File: config.mk
export PLATFORM = sky130hd
export DESIGN_NAME = dtd_timer_pair
export DESIGN_NICKNAME = d
export VERILOG_FILES = /design/src/dtd_pkg.sv /design/src/dtd_timer_pair.sv
export SDC_FILE = /design/constraint.sdc
export NUM_CORES = 1
export LEC_CHECK = 0
export ABC_CLOCK_PERIOD_IN_PS = 4200
export BUFFER_PORTS_ARGS = -buffer_cell sky130_fd_sc_hd__buf_2
export CAP_MARGIN = 40
export CORE_UTILIZATION = 30
export CTS_BUF_LIST = sky130_fd_sc_hd__clkbuf_8
export DETAILED_ROUTE_END_ITERATION = 8
export PLACE_DENSITY = 0.55
export SETUP_SLACK_MARGIN = 0.05
export SYNTH_ARGS = -nofsm -noshare
export SYNTH_HDL_FRONTEND = slang
export SYNTH_SLANG_ARGS = --single-unit
File: constraint.sdc
create_clock -name clk -period 4.2 [get_ports clk]
set_clock_uncertainty 0.2 [all_clocks]
set_input_delay 0.42 -clock clk [delete_from_list [all_inputs] [get_ports clk]]
set_output_delay 0.42 -clock clk [all_outputs]
set_load 0.01 [all_outputs]
File: src/dtd_pkg.sv
package dtd_pkg;
    // ------------------------------------------------------------
    // Register indices (byte address is four times the index)
    // ------------------------------------------------------------
    localparam logic [2:0] IDX_BYTE_CTL    = 3'h0;
    localparam logic [2:0] IDX_SHARED_CTL  = 3'h1;
    localparam logic [2:0] IDX_WORD_CTL    = 3'h2;
    localparam logic [2:0] IDX_EXTRA_CTL   = 3'h3;
    localparam logic [2:0] IDX_BYTE_LOW    = 3'h4;
    localparam logic [2:0] IDX_BYTE_HIGH   = 3'h5;
    localparam logic [2:0] IDX_WORD_LOW    = 3'h6;
    localparam logic [2:0] IDX_WORD_HIGH   = 3'h7;
    localparam int         ADDR_W          = 8;

    // ------------------------------------------------------------
    // Field positions
    // ------------------------------------------------------------
    localparam int BIT_EN    = 7;  // Timer control: enable
    localparam int BIT_SPASS = 6;  // Timer control: single-pass
    localparam int BIT_TOUT  = 5;  // Timer control: timeout status
    localparam int BIT_IEN   = 1;  // Timer control: interrupt enable
    localparam int BIT_MODE  = 7;  // Shared: demodulation mode
    localparam int BIT_SEL   = 6;  // Shared: pin select
    localparam int BIT_RISE  = 1;  // Shared: byte init level / rise flag
    localparam int BIT_FALL  = 0;  // Shared: word init level / fall flag

    // ------------------------------------------------------------
    // Reset values and timing counts
    // ------------------------------------------------------------
    localparam logic [7:0]  CTL_RST      = 8'h00;
    localparam logic [15:0] RELOAD_RST   = 16'h0000;
    localparam logic [4:0]  EXTRA_RO     = 5'h1f;
    localparam logic [15:0] BYTE_MASK    = 16'h00ff;
    localparam logic [15:0] WORD_MASK    = 16'hffff;
    localparam logic [3:0]  FILT_NONE    = 4'h1;
    localparam logic [3:0]  FILT_SHORT   = 4'h4;
    localparam logic [3:0]  FILT_LONG    = 4'h8;

    // ------------------------------------------------------------
    // Encodings
    // ------------------------------------------------------------
    typedef enum logic [1:0] {
        SUB_NORMAL = 2'h0, SUB_ALT = 2'h1, SUB_FORCE0 = 2'h2, SUB_FORCE1 = 2'h3
    } dtd_sub_t;
    typedef enum logic [1:0] {
        LOG_AND = 2'h0, LOG_OR = 2'h1, LOG_NOR = 2'h2, LOG_NAND = 2'h3
    } dtd_logic_t;
    localparam logic [1:0] EDGE_FALL = 2'h0;
    localparam logic [1:0] EDGE_RISE = 2'h1;
endpackage

File: src/dtd_timer_pair.sv
// Decided for this implementation: the APB register port.
`timescale 1ns/1ps
`default_nettype none
module dtd_timer_pair (
    // Clock and reset
    input  wire logic                        clk,
    input  wire logic                        rstn,
    // APB slave
    input  wire logic                        psel,
    input  wire logic                        penable,
    input  wire logic                        pwrite,
    input  wire logic [dtd_pkg::ADDR_W-1:0] paddr,
    input  wire logic [31:0]                 pwdata,
    output logic [31:0]                      prdata,
    output logic                             pready,
    output logic                             pslverr,
    // Pins and port latch
    input  wire logic                        demodInputPinA,
    input  wire logic                        demodInputPinB,
    input  wire logic                        portLatchBit,
    output logic                             byteTimerOutput,
    output logic                             wordTimerOutput,
    output logic                             combinedOutputPin,
    // Interrupt requests
    output logic                             interruptLineTwo,
    output logic                             interruptLineThree,
    output logic                             interruptLineFour
);
    import dtd_pkg::*;

    // ------------------------------------------------------------
    // Register bus
    // ------------------------------------------------------------
    logic [7:0]  ctl_ff [2];
    logic [7:0]  nxt_ctl [2];
    logic [15:0] lowRld_ff [2];
    logic [15:0] highRld_ff [2];
    logic [5:0]  cfg_ff;
    logic [1:0]  initLvl_ff;
    logic        riseFlag_ff;
    logic        fallFlag_ff;
    logic [2:0]  extraHi_ff;
    logic [31:0] prdata_ff;

    // Address decode; zero-wait slave, misaligned or out of range errors
    wire       addrOk  = (paddr[1:0] == 2'h0) && (paddr[ADDR_W-1:5] == '0);
    wire [2:0] regIdx  = paddr[4:2];
    wire       regWr   = psel && penable && pwrite && addrOk;
    wire       shWr    = regWr && (regIdx == IDX_SHARED_CTL);
    assign pready  = 1'b1;
    assign pslverr = psel && penable && !addrOk;
    assign prdata  = prdata_ff;

    // Shared configuration fields
    wire       demodMode = cfg_ff[BIT_MODE-2];
    wire       txMode    = !demodMode;
    wire       pinSel    = cfg_ff[BIT_SEL-2];
    wire [1:0] logicSel  = cfg_ff[3:2];
    wire [1:0] subSel    = cfg_ff[1:0];
    wire [1:0] initBit   = {initLvl_ff[BIT_FALL], initLvl_ff[BIT_RISE]};
    wire       altActive = txMode && (subSel == SUB_ALT);
    wire       wordForce = txMode && subSel[1];

    // Read selection; flags replace init levels in demodulation mode
    function automatic logic [7:0] regRead(input logic [2:0] idx);
        logic [1:0] low2;
        low2 = demodMode ? {riseFlag_ff, fallFlag_ff} : initLvl_ff;
        case (idx)
            IDX_BYTE_CTL:   regRead = ctl_ff[0];
            IDX_SHARED_CTL: regRead = {cfg_ff, low2};
            IDX_WORD_CTL:   regRead = ctl_ff[1];
            IDX_EXTRA_CTL:  regRead = {extraHi_ff, EXTRA_RO};
            default:        regRead = 8'h00;
        endcase
    endfunction
    wire [15:0] rdReload = (regIdx == IDX_BYTE_LOW)  ? lowRld_ff[0]  :
                           (regIdx == IDX_BYTE_HIGH) ? highRld_ff[0] :
                           (regIdx == IDX_WORD_LOW)  ? lowRld_ff[1]  : highRld_ff[1];
    wire [31:0] rdMux    = !addrOk ? 32'h0000_0000 :
                           regIdx[2] ? {16'h0000, rdReload} : {24'h00_0000, regRead(regIdx)};

    // Read data captured in the setup cycle, held through the access
    always_ff @(posedge clk or negedge rstn) begin
        if (!rstn) begin
            prdata_ff <= 32'h0000_0000;
        end else if (psel && !penable) begin
            prdata_ff <= rdMux;
        end
    end

    // Shared and extra configuration; init levels only written in transmit
    always_ff @(posedge clk or negedge rstn) begin
        if (!rstn) begin
            cfg_ff     <= CTL_RST[7:2];
            initLvl_ff <= CTL_RST[1:0];
            extraHi_ff <= CTL_RST[7:5];
        end else begin
            if (shWr) begin
                cfg_ff <= pwdata[7:2];
            end
            if (shWr && txMode) begin
                initLvl_ff <= pwdata[1:0];
            end
            if (regWr && regIdx == IDX_EXTRA_CTL) begin
                extraHi_ff <= pwdata[7:5];
            end
        end
    end

    // ------------------------------------------------------------
    // Demodulation input path
    // ------------------------------------------------------------
    logic [1:0] pinMeta_ff;
    logic [1:0] pinSync_ff;
    logic [3:0] filtCnt_ff;
    logic       filtLvl_ff;
    logic       filtPrev_ff;
    logic       irqTwo_ff;

    // Both pins synchronised before the select, so the mux never sees a raw pin
    always_ff @(posedge clk or negedge rstn) begin
        if (!rstn) begin
            pinMeta_ff <= 2'h0;
            pinSync_ff <= 2'h0;
        end else begin
            pinMeta_ff <= {demodInputPinB, demodInputPinA};
            pinSync_ff <= pinMeta_ff;
        end
    end

    wire       syncSel  = pinSync_ff[pinSel];
    wire [3:0] filtNeed = (subSel == 2'h1) ? FILT_SHORT :
                          (subSel == 2'h2) ? FILT_LONG : FILT_NONE;
    wire       filtDiff = (syncSel != filtLvl_ff);
    wire       filtTake = filtDiff && (filtCnt_ff == filtNeed - 4'h1);

    // A new level must persist filtNeed cycles; shorter pulses reset the count
    always_ff @(posedge clk or negedge rstn) begin
        if (!rstn) begin
            filtCnt_ff  <= 4'h0;
            filtLvl_ff  <= 1'b0;
            filtPrev_ff <= 1'b0;
        end else begin
            filtCnt_ff  <= (filtDiff && !filtTake) ? filtCnt_ff + 4'h1 : 4'h0;
            filtLvl_ff  <= filtTake ? syncSel : filtLvl_ff;
            filtPrev_ff <= filtLvl_ff;
        end
    end

    // Polarity choice: 00 falling, 01 rising, 1x both
    wire riseDet = demodMode && filtLvl_ff && !filtPrev_ff && (logicSel != EDGE_FALL);
    wire fallDet = demodMode && !filtLvl_ff && filtPrev_ff && (logicSel != EDGE_RISE);
    wire riseClr = shWr && demodMode && pwdata[BIT_RISE];
    wire fallClr = shWr && demodMode && pwdata[BIT_FALL];

    // Sticky edge flags; a detection in the clearing cycle survives
    always_ff @(posedge clk or negedge rstn) begin
        if (!rstn) begin
            riseFlag_ff <= 1'b0;
            fallFlag_ff <= 1'b0;
            irqTwo_ff   <= 1'b0;
        end else begin
            riseFlag_ff <= (riseFlag_ff && !riseClr) || riseDet;
            fallFlag_ff <= (fallFlag_ff && !fallClr) || fallDet;
            irqTwo_ff   <= pinSel && (riseDet || fallDet);
        end
    end
    assign interruptLineTwo = irqTwo_ff;

    // ------------------------------------------------------------
    // Timers: index 0 byte timer, index 1 word timer
    // ------------------------------------------------------------
    logic [15:0] cnt_ff [2];
    logic [1:0]  outLvl_ff;
    logic [1:0]  enPrev_ff;
    logic [1:0]  irqTmr_ff;
    logic [1:0]  startEv;
    logic [1:0]  termEv;
    logic [1:0]  toutSet;
    logic [1:0]  altKick;

    for (genvar i = 0; i < 2; i++) begin : g_tmr
        localparam logic [15:0] MASK   = (i == 0) ? BYTE_MASK : WORD_MASK;
        localparam logic [2:0]  CTLIDX = (i == 0) ? IDX_BYTE_CTL : IDX_WORD_CTL;
        localparam logic [2:0]  LOWIDX = (i == 0) ? IDX_BYTE_LOW : IDX_WORD_LOW;
        localparam logic [2:0]  HIIDX  = (i == 0) ? IDX_BYTE_HIGH : IDX_WORD_HIGH;
        wire en     = ctl_ff[i][BIT_EN];
        wire spass  = ctl_ff[i][BIT_SPASS];
        wire newLvl = !outLvl_ff[i];
        wire forced = (i == 1) && wordForce;

        // Enable edge starts a pass; a count of one ends on the next edge
        assign startEv[i] = en && !enPrev_ff[i];
        assign termEv[i]  = en && !startEv[i] && (cnt_ff[i] == 16'h0001);
        assign toutSet[i] = termEv[i] && (spass || (newLvl == initBit[i]));
        assign altKick[i] = altActive && termEv[1-i] && ctl_ff[1-i][BIT_SPASS];

        // Software write, then hardware halt, hand-over and status on top
        always_comb begin
            nxt_ctl[i] = ctl_ff[i];
            if (regWr && regIdx == CTLIDX) begin
                nxt_ctl[i]           = pwdata[7:0];
                nxt_ctl[i][BIT_TOUT] = ctl_ff[i][BIT_TOUT] && !pwdata[BIT_TOUT];
            end
            if (termEv[i] && spass) begin
                nxt_ctl[i][BIT_EN] = 1'b0;
            end
            if (altKick[i]) begin
                nxt_ctl[i][BIT_EN] = 1'b1;
            end
            if (toutSet[i]) begin
                nxt_ctl[i][BIT_TOUT] = 1'b1;
            end
        end

        // Loads pick the reload by level; zero wraps to the top of the range
        wire [15:0] nxt_cnt = startEv[i] ? (initBit[i] ? highRld_ff[i] : lowRld_ff[i]) :
                              (termEv[i] && !spass) ? (newLvl ? highRld_ff[i] : lowRld_ff[i]) :
                              en ? ((cnt_ff[i] - 16'h0001) & MASK) : cnt_ff[i];
        wire        nxt_out = forced ? subSel[0] :
                              !en ? !initBit[i] :
                              startEv[i] ? initBit[i] :
                              termEv[i] ? newLvl : outLvl_ff[i];

        always_ff @(posedge clk or negedge rstn) begin
            if (!rstn) begin
                ctl_ff[i]     <= CTL_RST;
                cnt_ff[i]     <= RELOAD_RST;
                outLvl_ff[i]  <= 1'b1;
                enPrev_ff[i]  <= 1'b0;
                irqTmr_ff[i]  <= 1'b0;
            end else begin
                ctl_ff[i]     <= nxt_ctl[i];
                cnt_ff[i]     <= nxt_cnt;
                outLvl_ff[i]  <= nxt_out;
                enPrev_ff[i]  <= en;
                irqTmr_ff[i]  <= toutSet[i] && ctl_ff[i][BIT_IEN];
            end
        end

        // Reload registers; a write in a load cycle gives the old value
        always_ff @(posedge clk or negedge rstn) begin
            if (!rstn) begin
                lowRld_ff[i]  <= RELOAD_RST;
                highRld_ff[i] <= RELOAD_RST;
            end else begin
                if (regWr && regIdx == LOWIDX) begin
                    lowRld_ff[i] <= pwdata[15:0] & MASK;
                end
                if (regWr && regIdx == HIIDX) begin
                    highRld_ff[i] <= pwdata[15:0] & MASK;
                end
            end
        end
    end

    // ------------------------------------------------------------
    // Outputs
    // ------------------------------------------------------------
    logic combOut_ff;
    wire  andLvl  = outLvl_ff[0] && outLvl_ff[1];
    wire  orLvl   = outLvl_ff[0] || outLvl_ff[1];
    wire  combFn  = (logicSel == LOG_AND) ? andLvl : (logicSel == LOG_OR) ? orLvl :
                    (logicSel == LOG_NOR) ? !orLvl : !andLvl;

    // Combined pin follows the port latch unless selected in transmit
    always_ff @(posedge clk or negedge rstn) begin
        if (!rstn) begin
            combOut_ff <= 1'b0;
        end else begin
            combOut_ff <= (txMode && pinSel) ? combFn : portLatchBit;
        end
    end
    assign combinedOutputPin  = combOut_ff;
    assign byteTimerOutput    = outLvl_ff[0];
    assign wordTimerOutput    = outLvl_ff[1];
    assign interruptLineFour  = irqTmr_ff[0];
    assign interruptLineThree = irqTmr_ff[1];
endmodule
`default_nettype wire

# Word-level counts from Yosys, hierarchy flattened
# Cells that the tools add are included.
dict set report totals {
  register_bits 159
  latchBits 0
  mem_bits_rw 0
  romBits 0
  inputBits 48
  output_inout_bits 40
  word_cells 188
  memories 0
}
dict set report classes {
  addsub 4
  n_mul 0
  div_mod_pow 0
  magnitude_cmp 1
  n_eq_ne 20
  shift 0
  n_mux 41
  bitwise_logic 0
  n_reduce_logical 91
}
# op n
set ops {}
lappend ops {{2-to-1 mux 16 bit} 13}
lappend ops {{logical AND 1 bit} 53}
lappend ops {{== test 16 x 1 -> 1 bit (second input constant)} 2}
lappend ops {{2-to-1 mux 8 bit} 4}
lappend ops {{case mux 8 bit (4 select lines)} 1}
lappend ops {{logical NOT 1 bit} 21}
lappend ops {{2-to-1 mux 1 bit} 19}
lappend ops {{subtractor 16 x 1 -> 16 bit (second input constant)} 1}
lappend ops {{== test 3 bit (second input constant)} 4}
lappend ops {{2-to-1 mux 4 bit} 3}
lappend ops {{nonzero test 3 bit} 4}
lappend ops {{subtractor 8 x 1 -> 8 bit (second input constant)} 1}
lappend ops {{== test 3 x 2 -> 1 bit (second input constant)} 2}
lappend ops {{logical NOT 3 bit} 2}
lappend ops {{logical OR 1 bit} 6}
lappend ops {{nonzero test 2 bit} 3}
lappend ops {{adder 4 x 1 -> 4 bit (second input constant)} 1}
lappend ops {{== test 2 x 1 -> 1 bit (second input constant)} 2}
lappend ops {{== test 2 bit (second input constant)} 2}
lappend ops {{== test 4 bit} 1}
lappend ops {{logical NOT 2 bit} 2}
lappend ops {{!= test 4 x 1 -> 1 bit (second input constant)} 1}
lappend ops {{subtractor 4 x 1 -> 4 bit (second input constant)} 1}
lappend ops {{== test 3 x 1 -> 1 bit (second input constant)} 1}
lappend ops {{6 further kinds} 7}

# Logic depth before layout (Yosys ltp)
dict set report depth {
  ltp_word 9
  mapped_depth 8
  ltp_nobuf 7
}

# Worst setup path before layout
# OpenSTA, ideal clock, no wires.
dict set report synth_path {
  path_kind {input -> register}
  startpoint {in paddr[0] (netlist name)}
  endpoint {reg initLvl_ff[0]}
  setup_ns 0.125
  arrival_ns 1.990
  required_time_ns 3.875
  path_slack_ns 1.885
  stages 6
  path_buffers 1
  path_cell_list {or4_4 > nor4_2 > nand2b_1 > buf_2 > nor2_1 > mux2_2}
}
dict set report synth_between {
  elab_chain_len 5
}
# item line_no
set synth_rtl {}
lappend synth_rtl {{start, declared} dtd_timer_pair.sv:12} ;# input wire logic [dtd_pkg::ADDR_W-1:0] paddr,
lappend synth_rtl {{logical NOT 2 bit} dtd_timer_pair.sv:46} ;# wire addrOk = (paddr[1:0] == 2'h0) && (paddr[ADDR_W-1:5] == '0);
lappend synth_rtl {{logical AND 1 bit} dtd_timer_pair.sv:46}
lappend synth_rtl {{logical AND 1 bit} dtd_timer_pair.sv:48} ;# wire regWr = psel && penable && pwrite && addrOk;
lappend synth_rtl {{logical AND 1 bit} dtd_timer_pair.sv:49} ;# wire shWr = regWr && (regIdx == IDX_SHARED_CTL);
lappend synth_rtl {{logical AND 1 bit} dtd_timer_pair.sv:101} ;# if (shWr && txMode) begin
lappend synth_rtl {{end signal, assigned} dtd_timer_pair.sv:95} ;# initLvl_ff <= CTL_RST[1:0];
lappend synth_rtl {{end signal, assigned} dtd_timer_pair.sv:102} ;# initLvl_ff <= pwdata[1:0];
lappend synth_rtl {{end, declared} dtd_timer_pair.sv:39} ;# logic [1:0] initLvl_ff;
# Every way passes these cells.
# A chain may end at the register's enable or synchronous reset.

# Worst setup path in the final report
dict set report layout_path {
  startpoint {reg cnt_ff[10] (netlist name)}
  endpoint {reg cnt_ff[13] (netlist name)}
}
dict set report layout_between {
  elab_chain_len 5
  elab_cells_between_ends 8
  classes_between {add/sub: 1; eq/ne: 1; mux: 3; reduce/logical: 3}
}
# item line_no
set layout_rtl {}
lappend layout_rtl {{start, declared} dtd_timer_pair.sv:173} ;# logic [15:0] cnt_ff [2];
lappend layout_rtl {{start signal, assigned by index} dtd_timer_pair.sv:234} ;# cnt_ff[i] <= nxt_cnt;
lappend layout_rtl {{branches (longest 5 deep; another with subtractor 16 x 1 -> 16 bit)} -}
# Parallel ways; which one is timed is not known. The select of a mux whose other input is x is not followed.

==> qor.txt <==
CTS Buf Count: 17
largest net degree at the start of global routing: 65
gr ovfl total: 0
CP peak stage delay: 0.76 ns
Final Net Count: 785
Syn Inst Count: 678
startpoint types: register
Setup Fix Bufs, Post-CTS: 0
vias: 5344
min-delay src: portLatchBit
Clock power frac: 32.8%
DRC Markers: 0
Setup Viol. Count Final: 0
RR Endpoint: cnt_ff[13]
H-Tree Depth: 4
internal power: 0.00244 W
worst setup path class: register to register
DRT Pass-1 Iters: 5
Synth Warn #: 0
Hold Crit Depth: 3
clk slew on worst S/H paths: 0.08 ns
ant diodes: 0
R2R depth: 4
# hold bufs at CTS: 6
Site Rows: 57
most frequent cells in the layout: 133 x dfrtp_1, 91 x mux2_2, 53 x buf_2
WP data arrival: 2.71 ns
Root Driver: clkbuf_8
share of layout cells above drive strength 1: 28.3%
hold endpoint: combinedOutputPin
Max Clk Rate: 0.380 GHz
Port Buffers: 54
I/O Pins: 88
Synth Cell Area: 7470 sq um
Power Dens Cells: 418 nW/um^2
fin. max-slew vios: 0
Setup TNS: 0 ns
RSZ-0062 raised after global routing: false
Clock Path Buffers: 2
power share of the sequential group: 47.3%
critical path fanouts, max: 8
cell taking the most area after synthesis: dfrtp_1
final hold violation count: 0
P_sw: 0.00112 W
worst ir drop on vdd: 218 uV
data required time of the critical path: 4.28 ns
total track usage: 15.2%
Mapped Avg Cell Area: 11.0 sq um
first-pass GRT wire length: 30100 microns
CTS resizes: 0
drt via density: 5.01
flops & latches, synth: 135
Most used DFF post-synth: dfrtp_1
Slew HR: 45.1%
GPL Wtd Cong: 0.789
Core Area: 24400 sq um
r2r setup slk: 1.57 ns
top cells by area, synth: dfrtp_1 45%, mux2_2 14%, mux2i_1 6.0%, o21ai_0 3.4%, xnor2_1 2.1%
CTS sink cnt: 135
TritonCTS clock tree: built
initial antenna violation count: 0
Sw Ratio: 31.4%
critical path, cell by cell: nor4_1 > nand4_2 > o21ai_0 > o21ai_0
CP max-delay cell: o21ai_0
Antenna Nets Post-Route: 0
worst min path class: input pin to register
top-area cell type share of the netlist area: 44.5%
FF-to-FF Start: cnt_ff[10]
max_cap viols: 0
number of flops mapped to enable cells by yosys: 0
Final Cycle Share: 62.6%
Leakage: 3.77 nW
Worst Max-Slew Pin Slew: 0.815 ns
vias in the first global route: 5234
count of unique library cells instantiated by Yosys: 57
ys async rst share: 100%
CP dominant cell by count: o21ai_0
Post-Route WL: 18500 microns
fin crit period: 2.63 ns
Clock Latency Late Sink: 0.45 ns
most common cell after layout, fill and taps aside: dfrtp_1
placed cell count: 1026
average wire per standard cell: 17.3 microns
Die Span Y: 160 microns
combinational group share of total power: 19.9%
sequential area share after synthesis: 45.2%
Iter 0 DRT Violations: 322
Critical Path Sink Type: register
Layout Cells excl Fill: 1066
Starting Density: 30.6%
DIE WIDTH: 160 microns
area delta synth->final: 13.9%
DP HPWL: 13000 microns
status: complete, no violations
Die Area: 25500 sq um
## registers in the layout, indices dropped and copies added, names as in the netlist, 2 cells and up
signal and flops:
pinSync_ff 2, ctl_ff 16, prdata 16, filtCnt_ff 4, initLvl_ff 2, pinMeta_ff 2, enPrev_ff 2, highRld_ff 24
extraHi_ff 3, lowRld_ff 24, cnt_ff 24, cfg_ff 6
## per-layer routing
metal | part of all wire [%] | global-route usage [%]
met1 | 49 | 21.9
met2 | 45 | 23.2
met3 | 4.5 | 2.99
met4 | 1.2 | 4.29
met5 | 0 | 0
## cell usage after synthesis (2+ instances only)
library cell	instances
a211oi_1	4
a21o_1	2
a21oi_1	10
a31oi_1	14
and2_1	2
and3_1	3
buf_1	5
buf_2	4
buf_4	19
clkbuf_1	23
conb_1	2
dfrtp_1	133
dfstp_2	2
ha_1	8
inv_1	24
mux2_2	91
mux2_4	8
mux2i_1	45
mux4_2	6
nand2_1	41
nand2b_1	18
nand3_1	8
nand4_1	4
nor2_1	24
nor2b_1	4
nor3_1	13
nor3b_1	3
nor4_1	5
nor4_2	2
nor4b_1	3
o211ai_1	8
o21ai_0	51
o221ai_1	11
o22ai_1	16
o31ai_1	5
or3_1	11
xnor2_1	18
xor2_1	9
## layout make-up
type                       instances  area [sq um]
sequential                       135          3380
inverter                          25          93.8
clock buffer                      20           275
multi-input combinational        481          3780
fill                            2483         15900
timing repair buffer              69           429
clock inverter                    12           151
tap                              324           405
## logic make-up (layout without fill, tap and decap cells)
| kind of cell | Yosys count | count (layout) | share of synthesized area, % |
|---|---|---|---|
| simple gates | 156 | 156 | 12.0 |
| mux | 150 | 150 | 23.2 |
| flops | 135 | 135 | 45.2 |
| compound gates | 123 | 123 | 10.0 |
| buf+inv | 77 | 126 | 4.99 |
| xor+xnor | 27 | 27 | 3.16 |
| fa+ha+maj | 8 | 8 | 1.34 |
| other cells | 2 | 17 | 0.100 |
## per-stage QoR
| step | power (W) | area, sq um | utilization, % | hold slack [ns] | setup slack (ns) |
|---|---|---|---|---|---|
| detailed placement | 0.00241 | 8010 | 32.8 | 0.139 | 1.15 |
| global route | 0.00377 | 8510 | 34.9 | 0.0115 | 1.18 |
| global placement | 0.00240 | 7980 | 32.7 | 0.134 | 1.14 |
| CTS | 0.00359 | 8490 | 34.8 | 0.00201 | 1.58 |
| floorplan | 0.00220 | 7530 | - | -0.0756 | 1.89 |
| finish | 0.00356 | 8510 | 34.9 | 0.0301 | 1.57 |
## worst max-delay path: cells and delay by family (launching register included)
kind | cells | cell delay, ns
simple gates | 2 | 0.89
compound gates | 2 | 0.97
flops | 1 | 0.40
## power groups by stage
stage	registers [W]	clock network [W]	logic (W)
after floorplan	0.00159	0	0.000604
after CTS	0.00168	0.00120	0.000713
final	0.00168	0.00117	0.000708
after detailed placement	0.00170	0	0.000709
after global placement	0.00170	0	0.000694
after global routing	0.00172	0.00125	0.000804
## worst max-delay path by stage
| stage | start | endpoint | slack (ns) | cells past startpoint |
|---|---|---|---|---|
| floorplan | paddr[0] | initLvl_ff[0] | 1.89 | 6 |
| global placement | paddr[0] | initLvl_ff[1] | 1.14 | 6 |
| detailed placement | paddr[0] | initLvl_ff[1] | 1.15 | 6 |
| CTS | cnt_ff[10] | cnt_ff[7] | 1.58 | 5 |
| global route | cnt_ff[11] | cnt_ff[13] | 1.18 | 4 |
| finish | cnt_ff[10] | cnt_ff[13] | 1.57 | 4 |
Note: power is estimated with default switching activity, not from simulation.
